### src/hdl/acd_defs.svh
`ifndef ACD_DEFS_SVH
`define ACD_DEFS_SVH

// FIFO shape and DWORD counter
`define ACD_FIFO_DEPTH   6'h23
`define ACD_FIFO_WIDTH   36
`define ACD_LVL_W        6
`define ACD_PTR_LAST     6'h22
`define ACD_LANES_ALL    4'hF

// Instruction fields
`define ACD_OP_HI        31
`define ACD_OP_LO        28
`define ACD_CNT_HI       11
`define ACD_CNT_LO       0
`define ACD_OP_WRITE     4'h1
`define ACD_OP_JUMP      4'h7

// Address step per DWORD
`define ACD_DW_STEP      32'h0000_0004

// Sample packing
`define ACD_SLOT_LAST8   2'h3

`endif

### src/hdl/acd_pkg.sv
`default_nettype none
package acd_pkg;

   typedef enum logic [1:0]
   {
      ACD_ST_IDLE,
      ACD_ST_FETCH_OP,
      ACD_ST_FETCH_ARG,
      ACD_ST_WRITE
   } acd_state_t;

endpackage
`default_nettype wire

### src/hdl/acd_fifo.sv
`timescale 1ns/100ps
`default_nettype none
`include "acd_defs.svh"

module acd_fifo
   import acd_pkg::*;
(
   input  wire logic                       clk_i,
   input  wire logic                       rst_n_i,
   input  wire logic                       push_i,
   input  wire logic [`ACD_FIFO_WIDTH-1:0] wdata_i,
   input  wire logic                       pop_i,
   output logic      [`ACD_FIFO_WIDTH-1:0] rdata_o,
   output logic      [`ACD_LVL_W-1:0]      level_o,
   output logic                            full_o,
   output logic                            empty_o
);

   logic [`ACD_FIFO_WIDTH-1:0] mem [0:`ACD_FIFO_DEPTH-1];
   logic [`ACD_LVL_W-1:0]      wr_ptr;
   logic [`ACD_LVL_W-1:0]      rd_ptr;
   logic [`ACD_LVL_W-1:0]      next_wr_ptr;
   logic [`ACD_LVL_W-1:0]      next_rd_ptr;
   logic [`ACD_LVL_W-1:0]      next_level;
   logic                       do_push;
   logic                       do_pop;

   assign full_o  = (level_o == `ACD_FIFO_DEPTH);
   assign empty_o = (level_o == '0);
   assign rdata_o = mem[rd_ptr];

   ////////////////////////////////////////////////////////////////////////////
   always_comb
   begin
      do_push     = push_i && !full_o;
      do_pop      = pop_i && !empty_o;
      next_wr_ptr = wr_ptr;
      next_rd_ptr = rd_ptr;
      next_level  = level_o;
      if (do_push)
      begin
         next_wr_ptr = (wr_ptr == `ACD_PTR_LAST) ? '0 : wr_ptr + 6'h01;
      end
      if (do_pop)
      begin
         next_rd_ptr = (rd_ptr == `ACD_PTR_LAST) ? '0 : rd_ptr + 6'h01;
      end
      if (do_push && !do_pop)
      begin
         next_level = level_o + 6'h01;
      end
      else if (do_pop && !do_push)
      begin
         next_level = level_o - 6'h01;
      end
   end

   always_ff @(posedge clk_i or negedge rst_n_i)
   begin
      if (!rst_n_i)
      begin
         wr_ptr  <= '0;
         rd_ptr  <= '0;
         level_o <= '0;
      end
      else
      begin
         wr_ptr  <= next_wr_ptr;
         rd_ptr  <= next_rd_ptr;
         level_o <= next_level;
      end
   end

   always_ff @(posedge clk_i)
   begin
      if (do_push)
      begin
         mem[wr_ptr] <= wdata_i;
      end
   end

   ////////////////////////////////////////////////////////////////////////////
   level_bound_a: assert property (@(posedge clk_i) disable iff (!rst_n_i)
      level_o <= `ACD_FIFO_DEPTH)
      else $error("fifo level above depth");

   pop_count_a: assert property (@(posedge clk_i) disable iff (!rst_n_i)
      (pop_i && !push_i && !empty_o) |=> level_o == $past(level_o) - 6'h01)
      else $error("pop did not lower the dword count");

endmodule
`default_nettype wire

### src/hdl/acd_top.sv
// Notes on behaviour
// - Samples of 8 or 16 bits are packed into 32-bit DWORDs for memory.
// - Own instruction list drives the channel, independent of any video flow.
// - Samples move continuously; no sync gaps are inserted in the stream.
// - Only packed write and jump instructions execute; others flag an error and restart from start_addr_i.
// - One FIFO of 35 by 36 bits with a 6-bit DWORD count.
// - Master port offers the same request, grant and handshake as video.
// - A retry only backs off this initiator; it drops the request for one cycle, then re-requests.
// - All control inputs live in the bus clock domain, none in audio.
// - Control is taken every cycle without stall, retry or disconnect.
// - Error conditions are flagged for the host side: overrun_o as a level until enable drops, bad_instr_o as a one-cycle pulse while enable stays high.
// - Sampling at 40 MHz sustains 8 Mbps digital audio without loss.
`timescale 1ns/100ps
`default_nettype none
`include "acd_defs.svh"

module acd_top
   import acd_pkg::*;
(
   input  wire logic        sys_clk_i,
   input  wire logic        rst_n_i,
   input  wire logic        enable_i,
   input  wire logic        wide_i,
   input  wire logic [31:0] start_addr_i,
   input  wire logic        aud_clk_i,
   input  wire logic [15:0] aud_data_i,
   output logic             mst_req_o,
   input  wire logic        mst_gnt_i,
   output logic             mst_valid_o,
   output logic             mst_read_o,
   output logic [31:0]      mst_addr_o,
   output logic [31:0]      mst_wdata_o,
   output logic [3:0]       mst_be_o,
   input  wire logic        mst_ready_i,
   input  wire logic        mst_retry_i,
   input  wire logic [31:0] mst_rdata_i,
   output logic [5:0]       fifo_level_o,
   output logic             overrun_o,
   output logic             bad_instr_o,
   output logic             busy_o
);

   ////////////////////////////////////////////////////////////////////////////
   // Reset release
   logic rst_s1;
   logic rst;

   always_ff @(posedge sys_clk_i or negedge rst_n_i)
   begin
      if (!rst_n_i)
      begin
         rst_s1 <= 1'b0;
         rst    <= 1'b0;
      end
      else
      begin
         rst_s1 <= 1'b1;
         rst    <= rst_s1;
      end
   end

   ////////////////////////////////////////////////////////////////////////////
   // Audio pin capture
   logic        aclk_s1;
   logic        aclk_s2;
   logic        aclk_s3;
   logic [15:0] adat_s1;
   logic [15:0] adat_s2;
   logic        a_rise;

   always_ff @(posedge sys_clk_i or negedge rst)
   begin
      if (!rst)
      begin
         aclk_s1 <= 1'b0;
         aclk_s2 <= 1'b0;
         aclk_s3 <= 1'b0;
         adat_s1 <= '0;
         adat_s2 <= '0;
      end
      else
      begin
         aclk_s1 <= aud_clk_i;
         aclk_s2 <= aclk_s1;
         aclk_s3 <= aclk_s2;
         adat_s1 <= aud_data_i;
         adat_s2 <= adat_s1;
      end
   end

   assign a_rise = aclk_s2 && !aclk_s3;

   ////////////////////////////////////////////////////////////////////////////
   // Sample packer
   logic [1:0]  slot;
   logic [31:0] word;
   logic        push;
   logic [35:0] push_data;
   logic [1:0]  next_slot;
   logic [31:0] next_word;
   logic        next_push;
   logic [35:0] next_push_data;
   logic        next_overrun;
   logic        last;
   logic        f_full;
   logic        f_empty;
   logic [35:0] f_head;
   logic        pop;

   always_comb
   begin
      next_slot      = slot;
      next_word      = word;
      next_push      = 1'b0;
      next_push_data = push_data;
      next_overrun   = overrun_o;
      last           = wide_i ? slot[0] : (slot == `ACD_SLOT_LAST8);
      if (!enable_i)
      begin
         next_slot    = '0;
         next_overrun = 1'b0;
      end
      else if (a_rise)
      begin
         if (wide_i)
         begin
            next_word[slot[0]*16 +: 16] = adat_s2;
         end
         else
         begin
            next_word[slot*8 +: 8] = adat_s2[7:0];
         end
         next_slot = last ? 2'h0 : slot + 2'h1;
         if (last)
         begin
            next_push      = 1'b1;
            next_push_data = {`ACD_LANES_ALL, next_word};
         end
      end
      if (push && f_full)
      begin
         next_overrun = 1'b1;
      end
   end

   always_ff @(posedge sys_clk_i or negedge rst)
   begin
      if (!rst)
      begin
         slot      <= '0;
         word      <= '0;
         push      <= 1'b0;
         push_data <= '0;
         overrun_o <= 1'b0;
      end
      else
      begin
         slot      <= next_slot;
         word      <= next_word;
         push      <= next_push;
         push_data <= next_push_data;
         overrun_o <= next_overrun;
      end
   end

   acd_fifo u_fifo
   (
      .clk_i   (sys_clk_i),
      .rst_n_i (rst),
      .push_i  (push),
      .wdata_i (push_data),
      .pop_i   (pop),
      .rdata_o (f_head),
      .level_o (fifo_level_o),
      .full_o  (f_full),
      .empty_o (f_empty)
   );

   ////////////////////////////////////////////////////////////////////////////
   // Instruction engine and bus master
   acd_state_t state;
   acd_state_t next_state;
   logic [31:0] pc;
   logic [31:0] next_pc;
   logic [3:0]  op;
   logic [3:0]  next_op;
   logic [11:0] left;
   logic [11:0] next_left;
   logic        next_req;
   logic        next_valid;
   logic        next_read;
   logic [31:0] next_addr;
   logic [31:0] next_wdata;
   logic [3:0]  next_be;
   logic        next_bad;
   logic        accept;
   logic        retry_hit;

   always_comb
   begin
      next_state = state;
      next_pc    = pc;
      next_op    = op;
      next_left  = left;
      next_req   = mst_req_o;
      next_valid = mst_valid_o;
      next_read  = mst_read_o;
      next_addr  = mst_addr_o;
      next_wdata = mst_wdata_o;
      next_be    = mst_be_o;
      next_bad   = bad_instr_o;
      pop        = 1'b0;
      accept     = mst_req_o && mst_valid_o && mst_gnt_i && mst_ready_i && !mst_retry_i;
      retry_hit  = mst_req_o && mst_valid_o && mst_gnt_i && mst_retry_i;
      if (mst_valid_o && !mst_req_o)
      begin
         next_req = 1'b1;
      end
      if (retry_hit)
      begin
         next_req = 1'b0;
      end
      unique case (state)
         ACD_ST_IDLE:
         begin
            if (enable_i)
            begin
               next_state = ACD_ST_FETCH_OP;
               next_pc    = start_addr_i;
               next_addr  = start_addr_i;
               next_req   = 1'b1;
               next_valid = 1'b1;
               next_read  = 1'b1;
               next_be    = `ACD_LANES_ALL;
               next_bad   = 1'b0;
            end
         end
         ACD_ST_FETCH_OP:
         begin
            if (accept)
            begin
               next_op   = mst_rdata_i[`ACD_OP_HI:`ACD_OP_LO];
               next_left = mst_rdata_i[`ACD_CNT_HI:`ACD_CNT_LO];
               next_pc   = pc + `ACD_DW_STEP;
               next_addr = pc + `ACD_DW_STEP;
               if (mst_rdata_i[`ACD_OP_HI:`ACD_OP_LO] == `ACD_OP_WRITE ||
                   mst_rdata_i[`ACD_OP_HI:`ACD_OP_LO] == `ACD_OP_JUMP)
               begin
                  next_state = ACD_ST_FETCH_ARG;
               end
               else
               begin
                  next_bad   = 1'b1;
                  next_state = ACD_ST_IDLE;
                  next_req   = 1'b0;
                  next_valid = 1'b0;
                  next_read  = 1'b0;
               end
            end
         end
         ACD_ST_FETCH_ARG:
         begin
            if (accept)
            begin
               if (op == `ACD_OP_JUMP)
               begin
                  next_pc    = mst_rdata_i;
                  next_addr  = mst_rdata_i;
                  next_state = ACD_ST_FETCH_OP;
               end
               else if (left == '0)
               begin
                  next_pc    = pc + `ACD_DW_STEP;
                  next_addr  = pc + `ACD_DW_STEP;
                  next_state = ACD_ST_FETCH_OP;
               end
               else
               begin
                  next_pc    = pc + `ACD_DW_STEP;
                  next_addr  = mst_rdata_i;
                  next_state = ACD_ST_WRITE;
                  next_req   = 1'b0;
                  next_valid = 1'b0;
                  next_read  = 1'b0;
               end
            end
         end
         ACD_ST_WRITE:
         begin
            if (accept)
            begin
               next_left  = left - 12'h001;
               next_valid = 1'b0;
               next_req   = 1'b0;
               next_addr  = mst_addr_o + `ACD_DW_STEP;
               if (left == 12'h001)
               begin
                  next_state = ACD_ST_FETCH_OP;
                  next_addr  = pc;
                  next_valid = 1'b1;
                  next_req   = 1'b1;
                  next_read  = 1'b1;
               end
            end
            else if (!mst_valid_o && !f_empty)
            begin
               pop        = 1'b1;
               next_wdata = f_head[31:0];
               next_be    = f_head[35:32];
               next_valid = 1'b1;
               next_req   = 1'b1;
            end
         end
      endcase
      if (!enable_i)
      begin
         next_state = ACD_ST_IDLE;
         next_req   = 1'b0;
         next_valid = 1'b0;
         next_read  = 1'b0;
      end
   end

   always_ff @(posedge sys_clk_i or negedge rst)
   begin
      if (!rst)
      begin
         state       <= ACD_ST_IDLE;
         pc          <= '0;
         op          <= '0;
         left        <= '0;
         mst_req_o   <= 1'b0;
         mst_valid_o <= 1'b0;
         mst_read_o  <= 1'b0;
         mst_addr_o  <= '0;
         mst_wdata_o <= '0;
         mst_be_o    <= '0;
         bad_instr_o <= 1'b0;
         busy_o      <= 1'b0;
      end
      else
      begin
         state       <= next_state;
         pc          <= next_pc;
         op          <= next_op;
         left        <= next_left;
         mst_req_o   <= next_req;
         mst_valid_o <= next_valid;
         mst_read_o  <= next_read;
         mst_addr_o  <= next_addr;
         mst_wdata_o <= next_wdata;
         mst_be_o    <= next_be;
         bad_instr_o <= next_bad;
         busy_o      <= (next_state != ACD_ST_IDLE);
      end
   end

   ////////////////////////////////////////////////////////////////////////////
   retry_backoff_a: assert property (@(posedge sys_clk_i) disable iff (!rst)
      (retry_hit && enable_i) |=> !mst_req_o && mst_valid_o ##1 mst_req_o)
      else $error("retry did not back off for exactly one cycle");

   write_hold_a: assert property (@(posedge sys_clk_i) disable iff (!rst)
      (state == ACD_ST_WRITE && mst_valid_o && !accept && enable_i)
      |=> mst_valid_o && $stable(mst_wdata_o) && $stable(mst_addr_o))
      else $error("write data dropped before acceptance");

   data_request_a: assert property (@(posedge sys_clk_i) disable iff (!rst)
      (state == ACD_ST_WRITE && !mst_valid_o && !f_empty && enable_i)
      |=> mst_valid_o && mst_req_o && !mst_read_o)
      else $error("stored data did not raise a request");

   fetch_read_a: assert property (@(posedge sys_clk_i) disable iff (!rst)
      (mst_valid_o && (state == ACD_ST_FETCH_OP || state == ACD_ST_FETCH_ARG))
      |-> mst_read_o)
      else $error("instruction fetch not issued as read");

   bad_op_a: assert property (@(posedge sys_clk_i) disable iff (!rst)
      (state == ACD_ST_FETCH_OP && accept && enable_i &&
       mst_rdata_i[`ACD_OP_HI:`ACD_OP_LO] != `ACD_OP_WRITE &&
       mst_rdata_i[`ACD_OP_HI:`ACD_OP_LO] != `ACD_OP_JUMP)
      |=> bad_instr_o && state == ACD_ST_IDLE && !mst_req_o)
      else $error("unsupported instruction not halted");

   pack_push_a: assert property (@(posedge sys_clk_i) disable iff (!rst)
      (a_rise && enable_i && wide_i && slot == 2'h1)
      |=> push && push_data[31:16] == $past(adat_s2))
      else $error("16-bit pair not pushed as dword");

   gapless_a: assert property (@(posedge sys_clk_i) disable iff (!rst)
      (a_rise && enable_i && !wide_i && slot == `ACD_SLOT_LAST8)
      |=> push ##1 !push)
      else $error("packed byte word not pushed once");

   overrun_a: assert property (@(posedge sys_clk_i) disable iff (!rst)
      (push && f_full && enable_i) |=> overrun_o)
      else $error("push into full fifo not flagged");

endmodule
`default_nettype wire

### config.mk
export PLATFORM = sky130hd
export DESIGN_NAME = acd_top
export DESIGN_NICKNAME = d
export VERILOG_FILES = /design/src/hdl/acd_pkg.sv /design/src/hdl/acd_fifo.sv /design/src/hdl/acd_top.sv
export VERILOG_INCLUDE_DIRS = /design/src /design/src/hdl
export SDC_FILE = /design/constraint.sdc
export NUM_CORES = 2
export LEC_CHECK = 0
export ABC_CLOCK_PERIOD_IN_PS = 7300
export BUFFER_PORTS_ARGS = -buffer_cell sky130_fd_sc_hd__buf_2
export CAP_MARGIN = 5
export CORE_MARGIN = 8
export CORE_UTILIZATION = 45
export CTS_CLUSTER_SIZE = 8
export DETAILED_ROUTE_END_ITERATION = 7
export GPL_ROUTABILITY_DRIVEN = 0
export PLACE_DENSITY = 0.7
export SYNTH_ARGS = -nofsm -noshare
export SYNTH_HDL_FRONTEND = slang
export SYNTH_SLANG_ARGS = --single-unit
### constraint.sdc
create_clock -name sys_clk_i -period 7.3 [get_ports sys_clk_i]
set_input_delay 1.46 -clock sys_clk_i [delete_from_list [all_inputs] [get_ports sys_clk_i]]
set_output_delay 1.46 -clock sys_clk_i [all_outputs]
set_load 0.02 [all_outputs]
==> metrics.cfg <==
[synth]
synthTopCellsByArea=edfxtp_1 60%, dfrtp_1 11%, mux4_2 10%, mux2i_1 3.2%, nand2_1 2.1%
synth-seq-area-share_pct=70.7
syn-num-nets=3623
synth_largest_area_cell=edfxtp_1
yosys_warnings=0
syn_area_per_cell_um2=16.4
yosysUniqueCellTypes=72
synth-edff-count=1155
synth-seq-cells=1399
synth_area_um2=57700
synth_flop_cell=edfxtp_1
synth_top_area_share_pct=60.1
async_flop_share_pct=17.4
syn_inst=3510

[sta]
worst_slew_pin_slew_ns=1.27
period_minus_slack_ns=3.94
drv_slew=0
fmax_mhz=254
fin_setup_tns_ns=0
period_share_pct=54.0
rsz0062_at_grt=no
finalClockSkew_ns=0.0477
setup_viol=0
finalHoldViolations=0
setup_slack_ns=3.36
relSlewSlack_pct=14.1
timing.hold.ws_ns=0.325

[worst_setup_path]
cp_max_fo=37
worstSetupPathType=reg -> reg
cp-start-kind=flop
critPathCaptureType=flop
crit_required_ns=7.95
arrival_ns=4.59

[routing]
dr_wl_met2_mm=73.8
avgViaCountPerCell=6.26
drtIter0Drc=4635
wl_met3_mm=15.9
drt-met1-wl_mm=61.3
via_count=34400
routed.top_layer=met5
drc=0
wl_mm=156
wl_per_cell_um=28.4
ant_nets=0
drtPass1Iterations=6

[clocking]
cts_buffer_depth=3
clock_latency_ns=0.79
cts_max_level=4
cts_buffers=193
cts_resized=0
cts_sinks=1399
cts_tree=yes
hold_buffers=0
root_buffer=clkbuf_16
clk_pin_slew_ns=0.05
post_cts_buffers=0

[placed_design]
port_buffers=167
hpwl_mm=86.5
place_inst=5195
pre_cts_slack_ns=3.29

[floorplanning]
die_area_um2=140000
core_area_um2=127000
die_w_um=374
start_util_pct=45.3
num_rows=131
die_h_um=374
pin_count=168

[layout]
final_cell_mix=1155 x edfxtp_1, 320 x nand2_1, 266 x mux4_2
area_growth_pct=14.8
fin_cells=5488
final_common_cell=edfxtp_1
drive_gt1_share_pct=21.6
final_nets=3841

[power]
p_leak_nw=22.6
powerDensity_nw_per_um2=286
total_power_mw=18.9
peakVddDrop_mv=0.236

[grt]
grt_max_degree=138
overflow=0
grt_pass1_wl_mm=228
grt_usage_pct=21.7
grt_pass1_vias=33900
grt_antenna_before_repair=5

[min_path]
hold_path.class=reg -> reg

[flow_run]
drv_cap=0

[outcome]
status=completed

[metal layers]
| layer | global-route usage, % | vias up |
|---|---|---|
| met5 | 0 | - |
| met4 | 7.17 | 2 |
| met3 | 4.38 | 322 |
| met2 | 34.6 | 2011 |
| met1 | 29.9 | 17700 |
| li1 | - | 14300 |
[through the flow]
step	instance area [µm²]	utilization, %
floorplan	57700	-
global placement	60800	47.7
detailed placement	60800	47.7
CTS	66300	52.0
global route	66300	52.0
finish	66300	52.1
[cell usage after synthesis (all sizes together), types with 37 or more instances]
cell       n
dfrtp    244
nor3      40
edfxtp  1155
o221ai    38
inv       38
nand2    320
a221oi    48
mux2i    182
clkbuf   174
a22oi     64
a21oi     77
o21ai    187
buf       61
xor2      37
nor2     155
mux4     266
[power by group]
part | leakage (nW) | switching, mW | internal (mW)
clock | 2.64 | 3.27 | 4.88
sequential | 13.7 | 0.420 | 9.21
combinational | 6.33 | 0.807 | 0.363
total | 22.6 | 4.50 | 14.4
[critical path, cell delays in order (launching register included)]
cell and delay [ns]:
dfrtp_1 0.40, ha_1 0.17, buf_4 0.40, clkinv_1 0.53, or2_4 0.56, ha_1 0.32
inv_1 0.18, ha_1 0.26, a21o_1 0.17, a21oi_1 0.23, o21bai_1 0.11, mux2i_1 0.17
o211ai_1 0.12, xor2_1 0.16
[worst paths after layout]
path	from	to	depth (start not counted)	slack, ns
worst max-delay path	state[0]$_DFF_PN0_	u_fifo.level_o[5]$_DFFE_PN0P_	13	3.36
worst min-delay path	adat_s1[0]$_DFF_PN0_	adat_s2[0]$_DFF_PN0_	0	0.33
worst max register to register	state[0]$_DFF_PN0_	u_fifo.level_o[5]$_DFFE_PN0P_	13	3.36
worst min register to register	adat_s1[0]$_DFF_PN0_	adat_s2[0]$_DFF_PN0_	0	0.33
max in group asynchronous	rst$_DFF_PN0_	u_fifo.rd_ptr[1]$_DFFE_PN0P_	1	5.55
min in group asynchronous	rst$_DFF_PN0_	adat_s2[3]$_DFF_PN0_	0	0.36
[registers in the layout, summed over array words and instances, names as in the netlist, 2 cells and up]
register	count
u_fifo.level_o	6
mst_addr_o	32
left	12
u_fifo.mem	1155
push_data	33
slot	2
adat_s1	16
op	4
pc	32
adat_s2	16
u_fifo.rd_ptr	6
state	2
mst_wdata_o	32
u_fifo.wr_ptr	6
word	32
[cells by family after synthesis]
kind of cell	after synthesis	synth area share, %
DFF	1399	70.7
and+or+nand+nor	708	5.60
AOI/OAI and AO/OA	572	6.49
muxes	459	13.7
buffers and inverters	277	1.89
xor gates and xnor gates	69	1.05
adders and majority gates	25	0.555
other	1	0.00650
[area by class of cell]
cell class | count | area [µm²]
fillers | 9997 | 61100
flip-flops and latches | 1399 | 40800
multi-input cells | 1834 | 16100
clock buffers | 277 | 5190
well taps | 1662 | 2080
repair buffers | 258 | 1590
clock inverters | 15 | 325
inverters | 42 | 158
diodes | 1 | 2.50
(Power assumes the default switching activity.)
